[src/design/uart_status_pkg.sv]
// constants and types of the serial unit status, baud and break block
package uart_status_pkg;
  // ----------------------------------------------------------------
  // register addresses
  // ----------------------------------------------------------------
  localparam logic [7:0] ADDR_IRQ   = 8'hB4;
  localparam logic [7:0] ADDR_DATA  = 8'hB5;
  localparam logic [7:0] ADDR_BAUDL = 8'hB6;
  localparam logic [7:0] ADDR_BAUDH = 8'hB7;
  localparam logic [7:0] ADDR_START = 8'hC0;
  localparam logic [7:0] ADDR_BRK   = 8'hC1;
  // ----------------------------------------------------------------
  // field positions
  // ----------------------------------------------------------------
  localparam int IRQ_MASTER     = 7;
  localparam int FLAG_UNDERFLOW = 3;
  localparam int FLAG_OVERFLOW  = 2;
  localparam int FLAG_FRAMING   = 1;
  localparam int FLAG_TX_DONE   = 0;
  localparam int BRK_IEN        = 7;
  localparam int BRK_SPL_LSB    = 4;
  localparam int BRK_FLAG       = 3;
  localparam int BRK_SYNC       = 2;
  localparam int BRK_LEN_LSB    = 0;
  localparam int START_BIT      = 0;
  // ----------------------------------------------------------------
  // reset values, sizes and counts
  // ----------------------------------------------------------------
  localparam logic [7:0]  RESET_BYTE     = 8'h00;
  localparam int          FIFO_AW        = 4;
  localparam logic [4:0]  FIFO_DEPTH     = 5'h10;
  localparam logic [3:0]  LAST_DATA_BIT  = 4'h7;
  localparam logic [3:0]  RX_STOP_INDEX  = 4'h9;
  localparam logic [3:0]  BREAK_LAST_MIN = 4'hC;
  localparam logic [7:0]  SYNC_BYTE      = 8'h55;
  // ----------------------------------------------------------------
  // state types
  // ----------------------------------------------------------------
  typedef enum logic [2:0] {
    TX_IDLE  = 3'b000,
    TX_START = 3'b001,
    TX_DATA  = 3'b011,
    TX_STOP  = 3'b010,
    TX_BREAK = 3'b110,
    TX_DELIM = 3'b111
  } tx_state_type;
  typedef enum logic {
    RX_IDLE = 1'b0,
    RX_BUSY = 1'b1
  } rx_state_type;
endpackage : uart_status_pkg

[src/design/uart_status_baud_break.sv]
// serial unit with fifos, interrupt flags, baud divisor and break/sync
`timescale 1ns/1ps
`default_nettype none
// ------------------------------------------------------------------
// Overview of operation
// - a read of the empty receive fifo sets the underflow flag; writing one enables its irq, writing zero clears flag and enable, fifo flush clears it.
// - a write to the full transmit fifo sets the overflow flag; same enable, clear and flush behaviour.
// - a received byte with a low stop bit sets the framing flag, cleared only by writing zero which also disables it.
// - the transmit-complete flag sets when the last queued byte has left and the fifo is empty, cleared only by writing zero.
// - reading the data port returns the oldest receive byte and removes it.
// - writing the data port pushes the byte into the transmit fifo.
// - one bit time is the divisor plus one clocks, the divisor split over low and high byte registers.
// - with the break irq enable set, a finished break or break-plus-sync raises the interrupt.
// - a two-bit field picks the receive sampling point at 50, 62.5, 69 or 75 percent of the bit.
// - hardware sets the break-done flag when a break sequence ends and never clears it itself.
// - with send-sync clear only the break goes out, with it set a sync byte follows the break.
// - the break lasts 13, 14, 15 or 16 bit times as the length field selects.
// - data port, both divisor bytes and the break configuration read zero after reset.
// - a master enable bit gates every interrupt request and resets to zero.
// ------------------------------------------------------------------
module uart_status_baud_break
  import uart_status_pkg::*;
(
  input  wire logic       clk_sys,
  input  wire logic       reset,
  input  wire logic [7:0] address,
  input  wire logic [7:0] wrData,
  input  wire logic       wrStrobe,
  input  wire logic       rdStrobe,
  output logic      [7:0] rdData,
  input  wire logic       fifoFlush,
  input  wire logic       rxd,
  output logic            txd,
  output logic            irq
);
  // ----------------------------------------------------------------
  // state
  // ----------------------------------------------------------------
  typedef struct packed {
    logic [15:0][7:0]   txMem;
    logic [FIFO_AW-1:0] txRd;
    logic [FIFO_AW-1:0] txWr;
    logic [4:0]         txCount;
    logic [15:0][7:0]   rxMem;
    logic [FIFO_AW-1:0] rxRd;
    logic [FIFO_AW-1:0] rxWr;
    logic [4:0]         rxCount;
    logic [15:0]        divisor;
    logic               break_done_irq_en;
    logic [1:0]         sampleSel;
    logic               brkFlag;
    logic               sendSync;
    logic [1:0]         break_length_sel;
    logic               brkReq;
    logic [3:0]         flags;
    logic [3:0]         irqEn;
    logic               masterEn;
    logic [7:0]         rdData;
    tx_state_type       txState;
    logic [15:0]        txCnt;
    logic [3:0]         txBit;
    logic [7:0]         txShift;
    logic               txLow;
    logic               syncActive;
    rx_state_type       rxState;
    logic [15:0]        rxCnt;
    logic [3:0]         rxBit;
    logic [7:0]         rxShift;
    logic               rxPrev;
  } state_type;

  state_type s;
  state_type next_s;

  function automatic logic hit(input logic strobe, input logic [7:0] a,
                               input logic [7:0] want);
    hit = strobe && (a == want);
  endfunction : hit

  function automatic logic [15:0] samplePoint(input logic [15:0] div,
                                              input logic [1:0]  sel);
    logic [16:0] bitLen;
    logic [16:0] p;
    bitLen = {1'b0, div} + 17'h00001;
    unique case (sel)
      2'b00: p = bitLen >> 1;
      2'b01: p = (bitLen >> 1) + (bitLen >> 3);
      2'b10: p = (bitLen >> 1) + (bitLen >> 3) + (bitLen >> 4);
      2'b11: p = (bitLen >> 1) + (bitLen >> 2);
    endcase
    samplePoint = p[15:0] - 16'h0001;
  endfunction : samplePoint

  logic wrIrq, wrData_, rdData_, wrBrk, txBitEnd, rxBitEnd, txPop, rxPush;
  logic [7:0] txBitsLast;

  assign wrIrq    = hit(wrStrobe, address, ADDR_IRQ);
  assign wrData_  = hit(wrStrobe, address, ADDR_DATA);
  assign rdData_  = hit(rdStrobe, address, ADDR_DATA);
  assign wrBrk    = hit(wrStrobe, address, ADDR_BRK);
  assign txBitEnd = s.txCnt == s.divisor;
  assign rxBitEnd = s.rxCnt == s.divisor;
  assign txBitsLast = {6'h00, s.break_length_sel} + {4'h0, BREAK_LAST_MIN};

  // ----------------------------------------------------------------
  // next state
  // ----------------------------------------------------------------
  always_comb begin
    next_s = s;
    txPop  = 1'b0;
    rxPush = 1'b0;
    next_s.rxPrev = rxd;
    // register writes
    if (wrIrq) begin
      next_s.masterEn = wrData[IRQ_MASTER];
      next_s.irqEn    = wrData[3:0];
      next_s.flags    = s.flags & wrData[3:0];
    end
    if (hit(wrStrobe, address, ADDR_BAUDL)) begin
      next_s.divisor[7:0] = wrData;
    end
    if (hit(wrStrobe, address, ADDR_BAUDH)) begin
      next_s.divisor[15:8] = wrData;
    end
    if (wrBrk) begin
      next_s.break_done_irq_en    = wrData[BRK_IEN];
      next_s.sampleSel = wrData[BRK_SPL_LSB +: 2];
      next_s.brkFlag   = s.brkFlag & wrData[BRK_FLAG];
      next_s.sendSync  = wrData[BRK_SYNC];
      next_s.break_length_sel    = wrData[BRK_LEN_LSB +: 2];
    end
    if (hit(wrStrobe, address, ADDR_START) && wrData[START_BIT]) begin
      next_s.brkReq = 1'b1;
    end
    // register reads
    next_s.rdData = RESET_BYTE;
    if (rdStrobe) begin
      unique case (address)
        ADDR_IRQ:   next_s.rdData = {s.masterEn, 3'b000, s.flags};
        ADDR_DATA:  next_s.rdData = (s.rxCount != 5'h00) ? s.rxMem[s.rxRd] : RESET_BYTE;
        ADDR_BAUDL: next_s.rdData = s.divisor[7:0];
        ADDR_BAUDH: next_s.rdData = s.divisor[15:8];
        ADDR_START: next_s.rdData = {7'h00, s.brkReq || (s.txState == TX_BREAK)};
        ADDR_BRK:   next_s.rdData = {s.break_done_irq_en, 1'b0, s.sampleSel, s.brkFlag,
                                     s.sendSync, s.break_length_sel};
        default:    next_s.rdData = RESET_BYTE;
      endcase
    end
    // transmitter
    next_s.txCnt = txBitEnd ? 16'h0000 : s.txCnt + 16'h0001;
    unique case (s.txState)
      TX_IDLE: begin
        next_s.txCnt = 16'h0000;
        if (s.brkReq) begin
          next_s.brkReq  = 1'b0;
          next_s.txBit   = 4'h0;
          next_s.txState = TX_BREAK;
        end else if (s.txCount != 5'h00) begin
          txPop          = 1'b1;
          next_s.txShift = s.txMem[s.txRd];
          next_s.txState = TX_START;
        end
      end
      TX_START: begin
        if (txBitEnd) begin
          next_s.txBit   = 4'h0;
          next_s.txState = TX_DATA;
        end
      end
      TX_DATA: begin
        if (txBitEnd) begin
          next_s.txShift = {1'b1, s.txShift[7:1]};
          next_s.txBit   = s.txBit + 4'h1;
          if (s.txBit == LAST_DATA_BIT) begin
            next_s.txState = TX_STOP;
          end
        end
      end
      TX_STOP: begin
        if (txBitEnd) begin
          next_s.txState = TX_IDLE;
          if (s.syncActive) begin
            next_s.syncActive = 1'b0;
            next_s.brkFlag    = 1'b1;
          end else if (s.txCount == 5'h00) begin
            next_s.flags[FLAG_TX_DONE] = 1'b1;
          end
        end
      end
      TX_BREAK: begin
        if (txBitEnd) begin
          next_s.txBit = s.txBit + 4'h1;
          if ({4'h0, s.txBit} == txBitsLast) begin
            next_s.txState = TX_DELIM;
          end
        end
      end
      TX_DELIM: begin
        if (txBitEnd) begin
          if (s.sendSync) begin
            next_s.txShift    = SYNC_BYTE;
            next_s.syncActive = 1'b1;
            next_s.txState    = TX_START;
          end else begin
            next_s.brkFlag = 1'b1;
            next_s.txState = TX_IDLE;
          end
        end
      end
      default: next_s.txState = TX_IDLE;
    endcase
    next_s.txLow = (next_s.txState == TX_START) || (next_s.txState == TX_BREAK) ||
                   ((next_s.txState == TX_DATA) && !next_s.txShift[0]);
    // receiver
    next_s.rxCnt = rxBitEnd ? 16'h0000 : s.rxCnt + 16'h0001;
    unique case (s.rxState)
      RX_IDLE: begin
        next_s.rxCnt = 16'h0000;
        if (s.rxPrev && !rxd) begin
          next_s.rxBit   = 4'h0;
          next_s.rxState = RX_BUSY;
        end
      end
      RX_BUSY: begin
        if (rxBitEnd) begin
          next_s.rxBit = s.rxBit + 4'h1;
        end
        if (s.rxCnt == samplePoint(s.divisor, s.sampleSel)) begin
          if (s.rxBit == 4'h0) begin
            if (rxd) begin
              next_s.rxState = RX_IDLE;
            end
          end else if (s.rxBit == RX_STOP_INDEX) begin
            rxPush         = 1'b1;
            next_s.rxState = RX_IDLE;
            if (!rxd) begin
              next_s.flags[FLAG_FRAMING] = 1'b1;
            end
          end else begin
            next_s.rxShift = {rxd, s.rxShift[7:1]};
          end
        end
      end
    endcase
    // transmit fifo
    if (wrData_) begin
      if (s.txCount == FIFO_DEPTH && !txPop) begin
        next_s.flags[FLAG_OVERFLOW] = 1'b1;
      end else begin
        next_s.txMem[s.txWr] = wrData;
        next_s.txWr          = s.txWr + 4'h1;
      end
    end
    if (txPop) begin
      next_s.txRd = s.txRd + 4'h1;
    end
    next_s.txCount = s.txCount + {4'h0, wrData_ && !(s.txCount == FIFO_DEPTH && !txPop)}
                     - {4'h0, txPop};
    // receive fifo
    if (rdData_ && s.rxCount == 5'h00) begin
      next_s.flags[FLAG_UNDERFLOW] = 1'b1;
    end
    if (rxPush && (s.rxCount != FIFO_DEPTH)) begin
      next_s.rxMem[s.rxWr] = s.rxShift;
      next_s.rxWr          = s.rxWr + 4'h1;
    end
    if (rdData_ && s.rxCount != 5'h00) begin
      next_s.rxRd = s.rxRd + 4'h1;
    end
    next_s.rxCount = s.rxCount + {4'h0, rxPush && (s.rxCount != FIFO_DEPTH)}
                     - {4'h0, rdData_ && (s.rxCount != 5'h00)};
    // fifo flush
    if (fifoFlush) begin
      next_s.txRd    = 4'h0;
      next_s.txWr    = 4'h0;
      next_s.txCount = 5'h00;
      next_s.rxRd    = 4'h0;
      next_s.rxWr    = 4'h0;
      next_s.rxCount = 5'h00;
      next_s.flags[FLAG_UNDERFLOW] = rdData_ && (s.rxCount == 5'h00);
      next_s.flags[FLAG_OVERFLOW]  = wrData_ && (s.txCount == FIFO_DEPTH) && !txPop;
    end
  end

  always_ff @(posedge clk_sys) begin
    if (reset) begin
      s <= '0;
    end else begin
      s <= next_s;
    end
  end

  // ----------------------------------------------------------------
  // outputs
  // ----------------------------------------------------------------
  assign rdData = s.rdData;
  assign txd    = ~s.txLow;
  assign irq    = s.masterEn && (|(s.flags & s.irqEn) || (s.brkFlag && s.break_done_irq_en));
endmodule : uart_status_baud_break
`default_nettype wire

[config.mk]
export PLATFORM = sky130hd
export DESIGN_NAME = uart_status_baud_break
export DESIGN_NICKNAME = d
export VERILOG_FILES = /design/src/design/uart_status_pkg.sv /design/src/design/uart_status_baud_break.sv
export SDC_FILE = /design/constraint.sdc
export NUM_CORES = 1
export LEC_CHECK = 0
export BUFFER_PORTS_ARGS = -buffer_cell sky130_fd_sc_hd__buf_2
export CORE_MARGIN = 1.5
export CORE_UTILIZATION = 25
export DETAILED_ROUTE_END_ITERATION = 12
export GPL_TIMING_DRIVEN = 0
export HOLD_SLACK_MARGIN = 0.05
export PLACE_DENSITY = 0.5
export REMOVE_ABC_BUFFERS = 1
export SYNTH_ARGS = -nofsm -noshare
export SYNTH_HDL_FRONTEND = slang
export SYNTH_SLANG_ARGS = --single-unit
[constraint.sdc]
create_clock -name clk_sys -period 12.9 [get_ports clk_sys]
set_clock_uncertainty 0.05 [all_clocks]
set_input_delay 1.29 -clock clk_sys [delete_from_list [all_inputs] [get_ports clk_sys]]
set_output_delay 1.29 -clock clk_sys [all_outputs]
set_load 0.1 [all_outputs]
# After elaboration in Yosys (flattened, before gate mapping)
# Cells that the tools add are included.
# totals
register_bits	386
latchBits	0
ramBits	0
rom_bits	0
in_bits	22
output_inout_bits	10
wordCells	261
memories	0
# classes
n_addsub	18
mul	0
div	0
magnitude_cmp	6
n_eq_ne	36
n_shift	0
muxes	78
bitwise_logic	9
n_reduce_logical	51
# op_table
cell	count
$bwmux 128	2
$mux 8	9
$bmux 8 s4	2
$demux 8 s4	2
$pmux 16 s4	1
$eq 16x16->1	3
$eq 8x8->1 const B	6
$pmux 8 s6	1
$mux 1	35
$add 16x1->16 const B	2
$mux 3	9
$add 4x1->4 const B	6
$mux 4	6
$pmux 8 s3	1
$logic_and 1x1->1	21
$lt 4x5->1 const B	4
$ne 2x2->1 const B	10
$pmux 3 s6	1
$add 16x1->17 const B	1
$add 16x13->16	1
$add 16x14->16	1
$add 16x15->16	1
$mux 16	1
$pmux 4 s4	1
other kinds (41)	71

# Depth between registers and ports, before layout
# Gate-level depths: netlist of run 1.
# logic_depth
depth_word	12
ltp_mapped	38

# Least setup slack after synthesis of run 1
# OpenSTA, ideal clock, no wires.
# synth_timing
kind	flip-flop to flip-flop
from	reg s[89] (netlist bit)
to	reg s[108] (netlist bit)
t_arrival_ns	7.739
required_time_ns	12.780
setup_slack_ns	5.041
path_stages_with_launch	34
period_less_slack_ns	7.859
cell_sequence	dfxtp_1 > ha_1 > buf_2 > xor2_1 > inv_1 > fa_1 > nor2b_1 > a211oi_1 > or4_1 > and2_1 > inv_1 > ha_1 > o21ai_0 > a21boi_0 > a21oi_1 > xnor2_1 > a221oi_1 > o211ai_1 > or3_4 > or4_4 > nor3_2 > or4b_4 > nand4_4 > buf_6 > or2_1 > nand4_1 > ha_1 > inv_1 > ha_1 > fa_1 > a21oi_1 > nor2_1 > or3_1 > a21oi_1
# synth_between
elab_chain_len	12
word_cells_on_any_way	13
# synth_lines
item	line	source
from (decl)	uart_status_baud_break.sv:72	state_type s;
from (signal assigned)	uart_status_baud_break.sv:289	s <= next_s;
$add 16x1->17 (*)	uart_status_baud_break.sv:84	bitLen = {1'b0, div} + 17'h00001;
$add 16x14->16	uart_status_baud_break.sv:87, uart_status_baud_break.sv:88	
$add 16x13->16	uart_status_baud_break.sv:88	2'b10: p = (bitLen >> 1) + (bitLen >> 3) + (bitLen >> 4);
$pmux 16 s4 (*)	uart_status_baud_break.sv:85	unique case (sel)
$mux 16 (*)	uart_status_baud_break.sv:216	unique case (s.rxState)
$sub 16x1->16 (*)	uart_status_baud_break.sv:91	samplePoint = p[15:0] - 16'h0001;
$eq 16x16->1 (*)	uart_status_baud_break.sv:228	if (s.rxCnt == samplePoint(s.divisor, s.sampleSel)) begin
$mux 1 (*)	uart_status_baud_break.sv:228	
$mux 1 (*)	uart_status_baud_break.sv:216	
$logic_and 1x1->1 (*)	uart_status_baud_break.sv:270	next_s.rxCount = s.rxCount + {4'h0, rxPush && (s.rxCount != FIFO_DEPTH)}
$add 5x1->5 (*)	uart_status_baud_break.sv:270	
$sub 5x1->5 (*)	uart_status_baud_break.sv:271	- {4'h0, rdData_ && (s.rxCount != 5'h00)};
# Every way passes the cells marked *; elsewhere a longest branch is shown, timed or not. The select of a mux whose other input is x is not followed.
# A chain may end at the register's enable or synchronous reset.

# Final worst setup path of run 1
# Ends and elaborated chain as after synthesis.

==> results of run 1 <==
per-stage QoR:
step | std cells | utilization | worst slack, ns | hold slack, ns | cell area [um2]
floorplan | 2317 | - | 2.70 | 0.388 | 22200
global placement | 3534 | 0.261 | 0.657 | 0.409 | 23900
detailed placement | 3544 | 0.263 | 2.79 | 0.410 | 24100
CTS | 3624 | 0.280 | 2.75 | 0.420 | 25600
global route | 3624 | 0.280 | 2.00 | 0.441 | 25600
finish | 3625 | 0.280 | 2.70 | 0.422 | 25600
state kept, by name (all words and copies together), names as in the netlist:
name    count
rdData      8
s         378
cell usage in the layout, fill, tap and decap left out, types with 10 or more instances in the layout:
cell / Yosys / final
o211ai_1: 13 / 13
clkbuf_16: 0 / 45
and3_1: 17 / 17
o22ai_1: 10 / 10
o21ai_0: 58 / 58
o221ai_1: 12 / 12
xnor2_1: 94 / 93
ha_1: 61 / 61
buf_2: 15 / 30
a21oi_1: 103 / 103
a31oi_1: 12 / 12
xor2_1: 32 / 32
mux2i_1: 333 / 333
nor3_1: 58 / 54
or2_2: 11 / 11
and2_1: 21 / 21
nand3_1: 56 / 56
clkbuf_1: 124 / 11
nor2_1: 293 / 293
nor4_1: 17 / 16
nand4_1: 38 / 38
o211ai_4: 13 / 13
dfxtp_1: 386 / 382
nand2_1: 115 / 115
nand2b_1: 151 / 151
a21o_1: 21 / 21
a221oi_1: 16 / 16
inv_1: 52 / 52
a211oi_1: 16 / 16
mux4_2: 55 / 55
nor2b_1: 20 / 20
a22oi_1: 13 / 13
or3_1: 28 / 28
layer usage:
metal,global-route usage,up-vias,share of wire
met2,0.215,314,0.45
met4,0.0267,4,0.015
met5,0,-,0.00026
li1,-,8791,-
met1,0.194,8633,0.49
met3,0.0203,68,0.042
cell type report:
class	instances	area [um2]
fillers	9670	65900
multi-input cells	1869	14300
flip-flops and latches	386	7740
well taps	1186	1480
clock buffers	64	1280
repair buffers	41	304
clock inverters	16	244
inverters	62	233
diodes	1	2.50
worst min-delay path by stage:
stage / slack [ns] / to
floorplan: 0.39 / s[30]
global placement: 0.41 / s[219]
detailed placement: 0.41 / s[30]
CTS: 0.42 / s[30]
global route: 0.44 / s[152]
finish: 0.42 / s[198]
critical path, delay by kind of cell, from the launching register on:
| kind | cells | cell delay, ns |
|---|---|---|
| compound gates | 12 | 2.91 |
| xor+xnor | 2 | 0.48 |
| fa+ha+maj | 6 | 2.15 |
| buf+inv | 2 | 0.11 |
| flops | 1 | 0.74 |
| simple gates | 11 | 3.67 |
cell families after synthesis:
kind of cell             count (synthesis)
flip-flops                             386
AO/OA/AOI/OAI                          400
XOR/XNOR                               131
buffers and inverters                  249
multiplexers                           394
AND/OR/NAND/NOR                        878
adder cells (fa/ha/maj)                 66
where the power goes:
group | internal [mW] | total, mW | switching, mW
sequential | 1.21 | 1.25 | 0.0423
combinational | 0.0986 | 0.248 | 0.149
clock | 0.776 | 1.31 | 0.531
==> reports/metrics.yaml, run 1 <==
min_path_type: "flip-flop to flip-flop"
grt_pass1_vias: 17200
synth_area_leaders: "dfxtp_1 (33%), mux2i_1 (14%), mux4_2 (5.4%)"
grt_setup_unrepaired: "false"
r2r_cells: 33
numClockSinks: 386
synth_edf_count: 0
num_rows: 111
cts_buffers: 45
hold_start: "s[198]"
regToRegSetupSlack_ns: 2.70
crit_type: "flip-flop to flip-flop"
clk_pin_slew_ns: 0.06
cts_tree: "done"
synth.area.mux_share: 0.201
die_area_um2: 94200
cp.arrival_ns: 10.67
cpMaxStageDelayCell: "and3_1"
hold_depth: 2
synth_seq_cells: 386
setup_viol: 0
hold_buffers: 0
timing.rr.end: "s[108]"
first_pass_iters: 6
synth_most_common_cell: "dfxtp_1"
avgSynthCellArea_um2: 9.22
netlist_area_um2: 23100
antenna_found_initial: 4
ys_types: 111
max_slew_margin: 0.157
grt_pass1_wl_um: 102000
synth_seq_area_share: 0.335
post-route-period-util: 0.791
antenna_left: 0
synth_top_family_by_area: "multiplexers"
dr_total_vias: 17800
maxClockFrequency_ghz: 0.0980
grt.overflow.total: 0
grt_max_degree: 168
period_minus_slack_ns: 10.20
ctsResizeCount: 0
synth_warnings: 0
crit_path_start: "s[89]"
status: "complete, no violations"
cts-root-buf: "clkbuf_16"
yosysTopAreaCell: "dfxtp_1"
drcViolationCount: 0
p_total_mw: 2.80
die_x_um: 307
syn2layout_area_growth_pct: 10.9
max_stage_delay_ns: 0.75
die_y_um: 307
p_per_area_nw_per_um2: 110
setup_tns_ns: 0
path_max_fanout: 21
ys.flop_type: "dfxtp_1"
cp.required_ns: 13.37
finalHoldViolCount: 0
coreArea_um2: 91500
drv_cap: 0
initial_core_util: 0.252
detail_route.wirelength_um: 64700
cp-endpoint: "s[108]"
postCtsSetupRepairBufs: 0
fin_nets: 2493
drv_slew: 0
synth_compound_area_frac: 0.133
synth-simple-area-share: 0.195
dr.first_iter.drc_count: 1191
htree_levels: 2
worst_setup_path_end_kind: "flip-flop"
synth_cells: 2504
startpoint_type: "flip-flop"
yosys.area_share.adder: 0.0374
rr_startpoint: "s[89]"
synthTopCellsByCount: "dfxtp_1 (386), mux2i_1 (333), nor2_1 (293), nand2b_1 (151), clkbuf_1 (124)"
vdd_ir_drop_max_mv: 0.0950
dpl.hpwl_um: 43900
grt_usage: 0.135
async_flop_share: 0
cpMostUsedCell: "ha_1"
routabilityCongestion: 0.826
clockBufferDepth: 3
vias_per_cell: 4.91
post_drt_wl_per_cell_um: 17.9
portBuffers: 31
layout-drive-gt1-share: 0.107
clock_latency_ns: 0.59
synth.top_cell.area_share: 0.335
top_level_ports: 32
synth_xor_area_frac: 0.0528
p_leak_nw: 9.54
max_slew.worst_pin.slew_ns: 1.26
Power figures use the tool's default switching activity.
==> run 2: changes to the inputs <==
--- a/config.mk
+++ b/config.mk
@@ -5,13 +5,14 @@
 export SDC_FILE = /design/constraint.sdc
 export NUM_CORES = 1
 export LEC_CHECK = 0
+export ABC_AREA = 1
 export BUFFER_PORTS_ARGS = -buffer_cell sky130_fd_sc_hd__buf_2
 export CORE_MARGIN = 1.5
 export CORE_UTILIZATION = 25
 export DETAILED_ROUTE_END_ITERATION = 12
 export GPL_TIMING_DRIVEN = 0
 export HOLD_SLACK_MARGIN = 0.05
-export PLACE_DENSITY = 0.5
+export PLACE_DENSITY = 0.51
 export REMOVE_ABC_BUFFERS = 1
 export SYNTH_ARGS = -nofsm -noshare
 export SYNTH_HDL_FRONTEND = slang
==> constraint.sdc (replaced) <==
create_clock -name clk_sys -period 9 [get_ports clk_sys]
set_clock_uncertainty 0.05 [all_clocks]
set_input_delay 0.9 -clock clk_sys [delete_from_list [all_inputs] [get_ports clk_sys]]
set_output_delay 0.9 -clock clk_sys [all_outputs]
set_load 0.1 [all_outputs]
==> reports/metrics.yaml, run 2 <==
post_drt_wl_per_cell_um: 15.9  # -11%
die_x_um: 304  # -0.96%
antenna_left: 0  # unchanged
ys.flop_type: "dfxtp_1"
ys_types: 56  # -50%
use_met1: 0.220  # +0.0261
r2r_cells: 39  # +18%
die_area_um2: 92400  # -1.9%
hold_start: "s[354]"
yosys.area_share.adder: 0.0381  # +0.000736
p_per_area_nw_per_um2: 169  # +54%
async_flop_share: 0  # unchanged
cpMaxStageDelayCell: "dfxtp_1"
dpl.hpwl_um: 48100  # +9.6%
max_slew_margin: 0.151  # -0.00589
grt_max_degree: 130  # -23%
largest_reg_flops: 378  # unchanged
clk_pin_slew_ns: 0.06  # about the same
drv_slew: 0  # unchanged
die_y_um: 304  # -0.96%
max_slew.worst_pin.slew_ns: 1.27  # +0.00587 ns
first_pass_iters: 6  # unchanged
detail_route.wirelength_um: 72200  # +12%
worst_setup_path_end_kind: "flip-flop"
status: "complete, no violations"
synth_warnings: 0  # unchanged
avgSynthCellArea_um2: 6.55  # -29%
synth_edf_count: 0  # unchanged
final_common_cell: "nand2_1"
max_stage_delay_ns: 0.69  # -0.06 ns
grt_pass1_vias: 19800  # +15%
p_leak_nw: 9.81  # +2.8%
yosysTopAreaCell: "dfxtp_1"
top_register: "s"
cpMostUsedCell: "nand2_1"
most-common-layout-cells: "nand2_1 (647), a21oi_1 (419), dfxtp_1 (383)"
hold_depth: 2  # unchanged
cts_tree: "done"
synth_cells: 3458  # +38%
synth-simple-area-share: 0.286  # +0.0913
min_path_type: "flip-flop to flip-flop"
hold_buffers: 0  # unchanged
setup_viol: 0  # unchanged
synth_most_common_cell: "nand2_1"
period_minus_slack_ns: 8.00  # -2.20 ns
grt.overflow.total: 0  # unchanged
dpl_cell_area_um2: 23400  # -2.7%
ctsResizeCount: 0  # unchanged
grt_setup_unrepaired: "false"
regToRegSetupSlack_ns: 1.0  # -1.70 ns
synth.area.mux_share: 0  # -0.201
synth.top_cell.area_share: 0.341  # +0.00659
cp.required_ns: 9.42  # -3.95 ns
portBuffers: 31  # unchanged
dr_total_vias: 21800  # +23%
placed_cells: 4467  # +26%
post-route-period-util: 0.889  # +0.0987
final_area_um2: 24900  # -2.6%
clockBufferDepth: 3  # unchanged
drcViolationCount: 0  # unchanged
antenna_found_initial: 8  # +4
fin_nets: 3428  # +38%
dr.first_iter.drc_count: 1699  # +43%
synth_seq_area_share: 0.341  # +0.00659
grt_pass1_wl_um: 114000  # +12%
cts_buffers: 46  # +2.2%
postCtsSetupRepairBufs: 0  # unchanged
synthTopCellsByCount: "nand2_1 (647), a21oi_1 (419), dfxtp_1 (386), nor2_1 (381), inv_1 (355)"
instances_no_fill: 4551  # +26%
syn2layout_area_growth_pct: 10.1
rr_startpoint: "s[90]"
synth_seq_cells: 386  # unchanged
crit_type: "flip-flop to flip-flop"
grt_usage: 0.152  # +0.0172
maxClockFrequency_ghz: 0.125  # +27%
vias_per_cell: 4.80  # -2.4%
synth_xor_area_frac: 0.0159  # -0.0370
numClockSinks: 386  # unchanged
cp.arrival_ns: 8.42  # -2.25 ns
setup_tns_ns: 0  # unchanged
path_max_fanout: 12  # -43%
htree_levels: 2  # unchanged
cts-root-buf: "clkbuf_16"
netlist_area_um2: 22600  # -1.9%
drv_cap: 0  # unchanged
synth_area_leaders: "dfxtp_1 (34%), nand2_1 (11%), a21oi_1 (9.3%)"
vdd_ir_drop_max_mv: 0.123  # +29%
coreArea_um2: 89900  # -1.8%
routabilityCongestion: 0.893  # +8.0%
whs_endpoint: "s[354]"
top_level_ports: 32  # unchanged
initial_core_util: 0.252  # -0.000324
synth_compound_area_frac: 0.212  # +0.0788
grt_util_met3: 0.0216  # +0.00133
top_usage_layer: "met2"
timing.rr.end: "s[108]"
clock_latency_ns: 0.59  # about the same
startpoint_type: "flip-flop"
synth_top_family_by_area: "simple AND/OR/NAND/NOR gates"
num_rows: 110  # -0.90%
met2_usage: 0.237  # +0.0226
finalHoldViolCount: 0  # unchanged
layout-drive-gt1-share: 0.0519  # -0.0556
[run 2: routing by layer]
layer  vias to the layer above  part of all wire
met2                       446              0.43
met1                     10000              0.49
li1                      11200                 -
met3                        97             0.051
met4                         4             0.021
met5                         -           0.00032
[run 2: where the power goes]
| group | leakage [nW] | switching (mW) | total [mW] | internal, mW |
|---|---|---|---|---|
| registers | 3.11 | 0.0804 | 1.82 | 1.74 |
| clock network | 0.718 | 0.785 | 1.84 | 1.06 |
| logic | 5.98 | 0.363 | 0.539 | 0.177 |
| total | 9.81 | 1.23 | 4.20 | 2.98 |
[run 2: through the flow]
| stage | total power [mW] | setup WS [ns] | util | hold WS, ns |
|---|---|---|---|---|
| 4_1_cts | 4.26 | 1.18 | 0.277 | 0.391 |
| 5_1_grt | 4.42 | 0.377 | 0.277 | 0.405 |
| 3_3_place_gp | 2.43 | -2.66 | 0.259 | 0.379 |
| 3_5_place_dp | 2.40 | 1.21 | 0.261 | 0.382 |
| 6_report | 4.20 | 0.995 | 0.277 | 0.390 |
| 2_1_floorplan | 2.22 | 2.34 | - | 0.372 |
[run 2: cells by family after synthesis]
| logic type | after synthesis |
|---|---|
| AO/OA/AOI/OAI | 887 |
| XOR/XNOR | 41 |
| adder cells (fa/ha/maj) | 66 |
| buffers and inverters | 583 |
| flip-flops | 386 |
| AND/OR/NAND/NOR | 1495 |
[run 2: critical path, delay by kind of cell, from the launching register on]
| kind | cells | cell delay, ns |
|---|---|---|
| buffers and inverters | 3 | 0.16 |
| AO/OA/AOI/OAI | 5 | 1.04 |
| adder cells (fa/ha/maj) | 6 | 1.97 |
| AND/OR/NAND/NOR | 25 | 3.96 |
| flip-flops | 1 | 0.69 |
[run 2: worst max-delay path by stage]
| stage | cells past startpoint | to | start | slack [ns] |
|---|---|---|---|---|
| floorplan | 34 | s[117] | s[90] | 2.34 |
| global route | 39 | s[108] | s[90] | 0.38 |
| detailed placement | 39 | s[108] | s[90] | 1.21 |
| finish | 39 | s[108] | s[90] | 1.0 |
| global placement | 4 | rdData[3] | reset | -2.66 |
| CTS | 39 | s[108] | s[90] | 1.18 |
[run 2: cell type report]
class | count | area [um2]
sequential | 386 | 7740
antenna | 3 | 7.51
inverter | 379 | 1430
fill | 10000 | 65000
tap | 1176 | 1470
clock buffer | 69 | 1330
clock inverter | 11 | 151
timing repair buffer | 38 | 305
multi-input combinational | 2489 | 12500
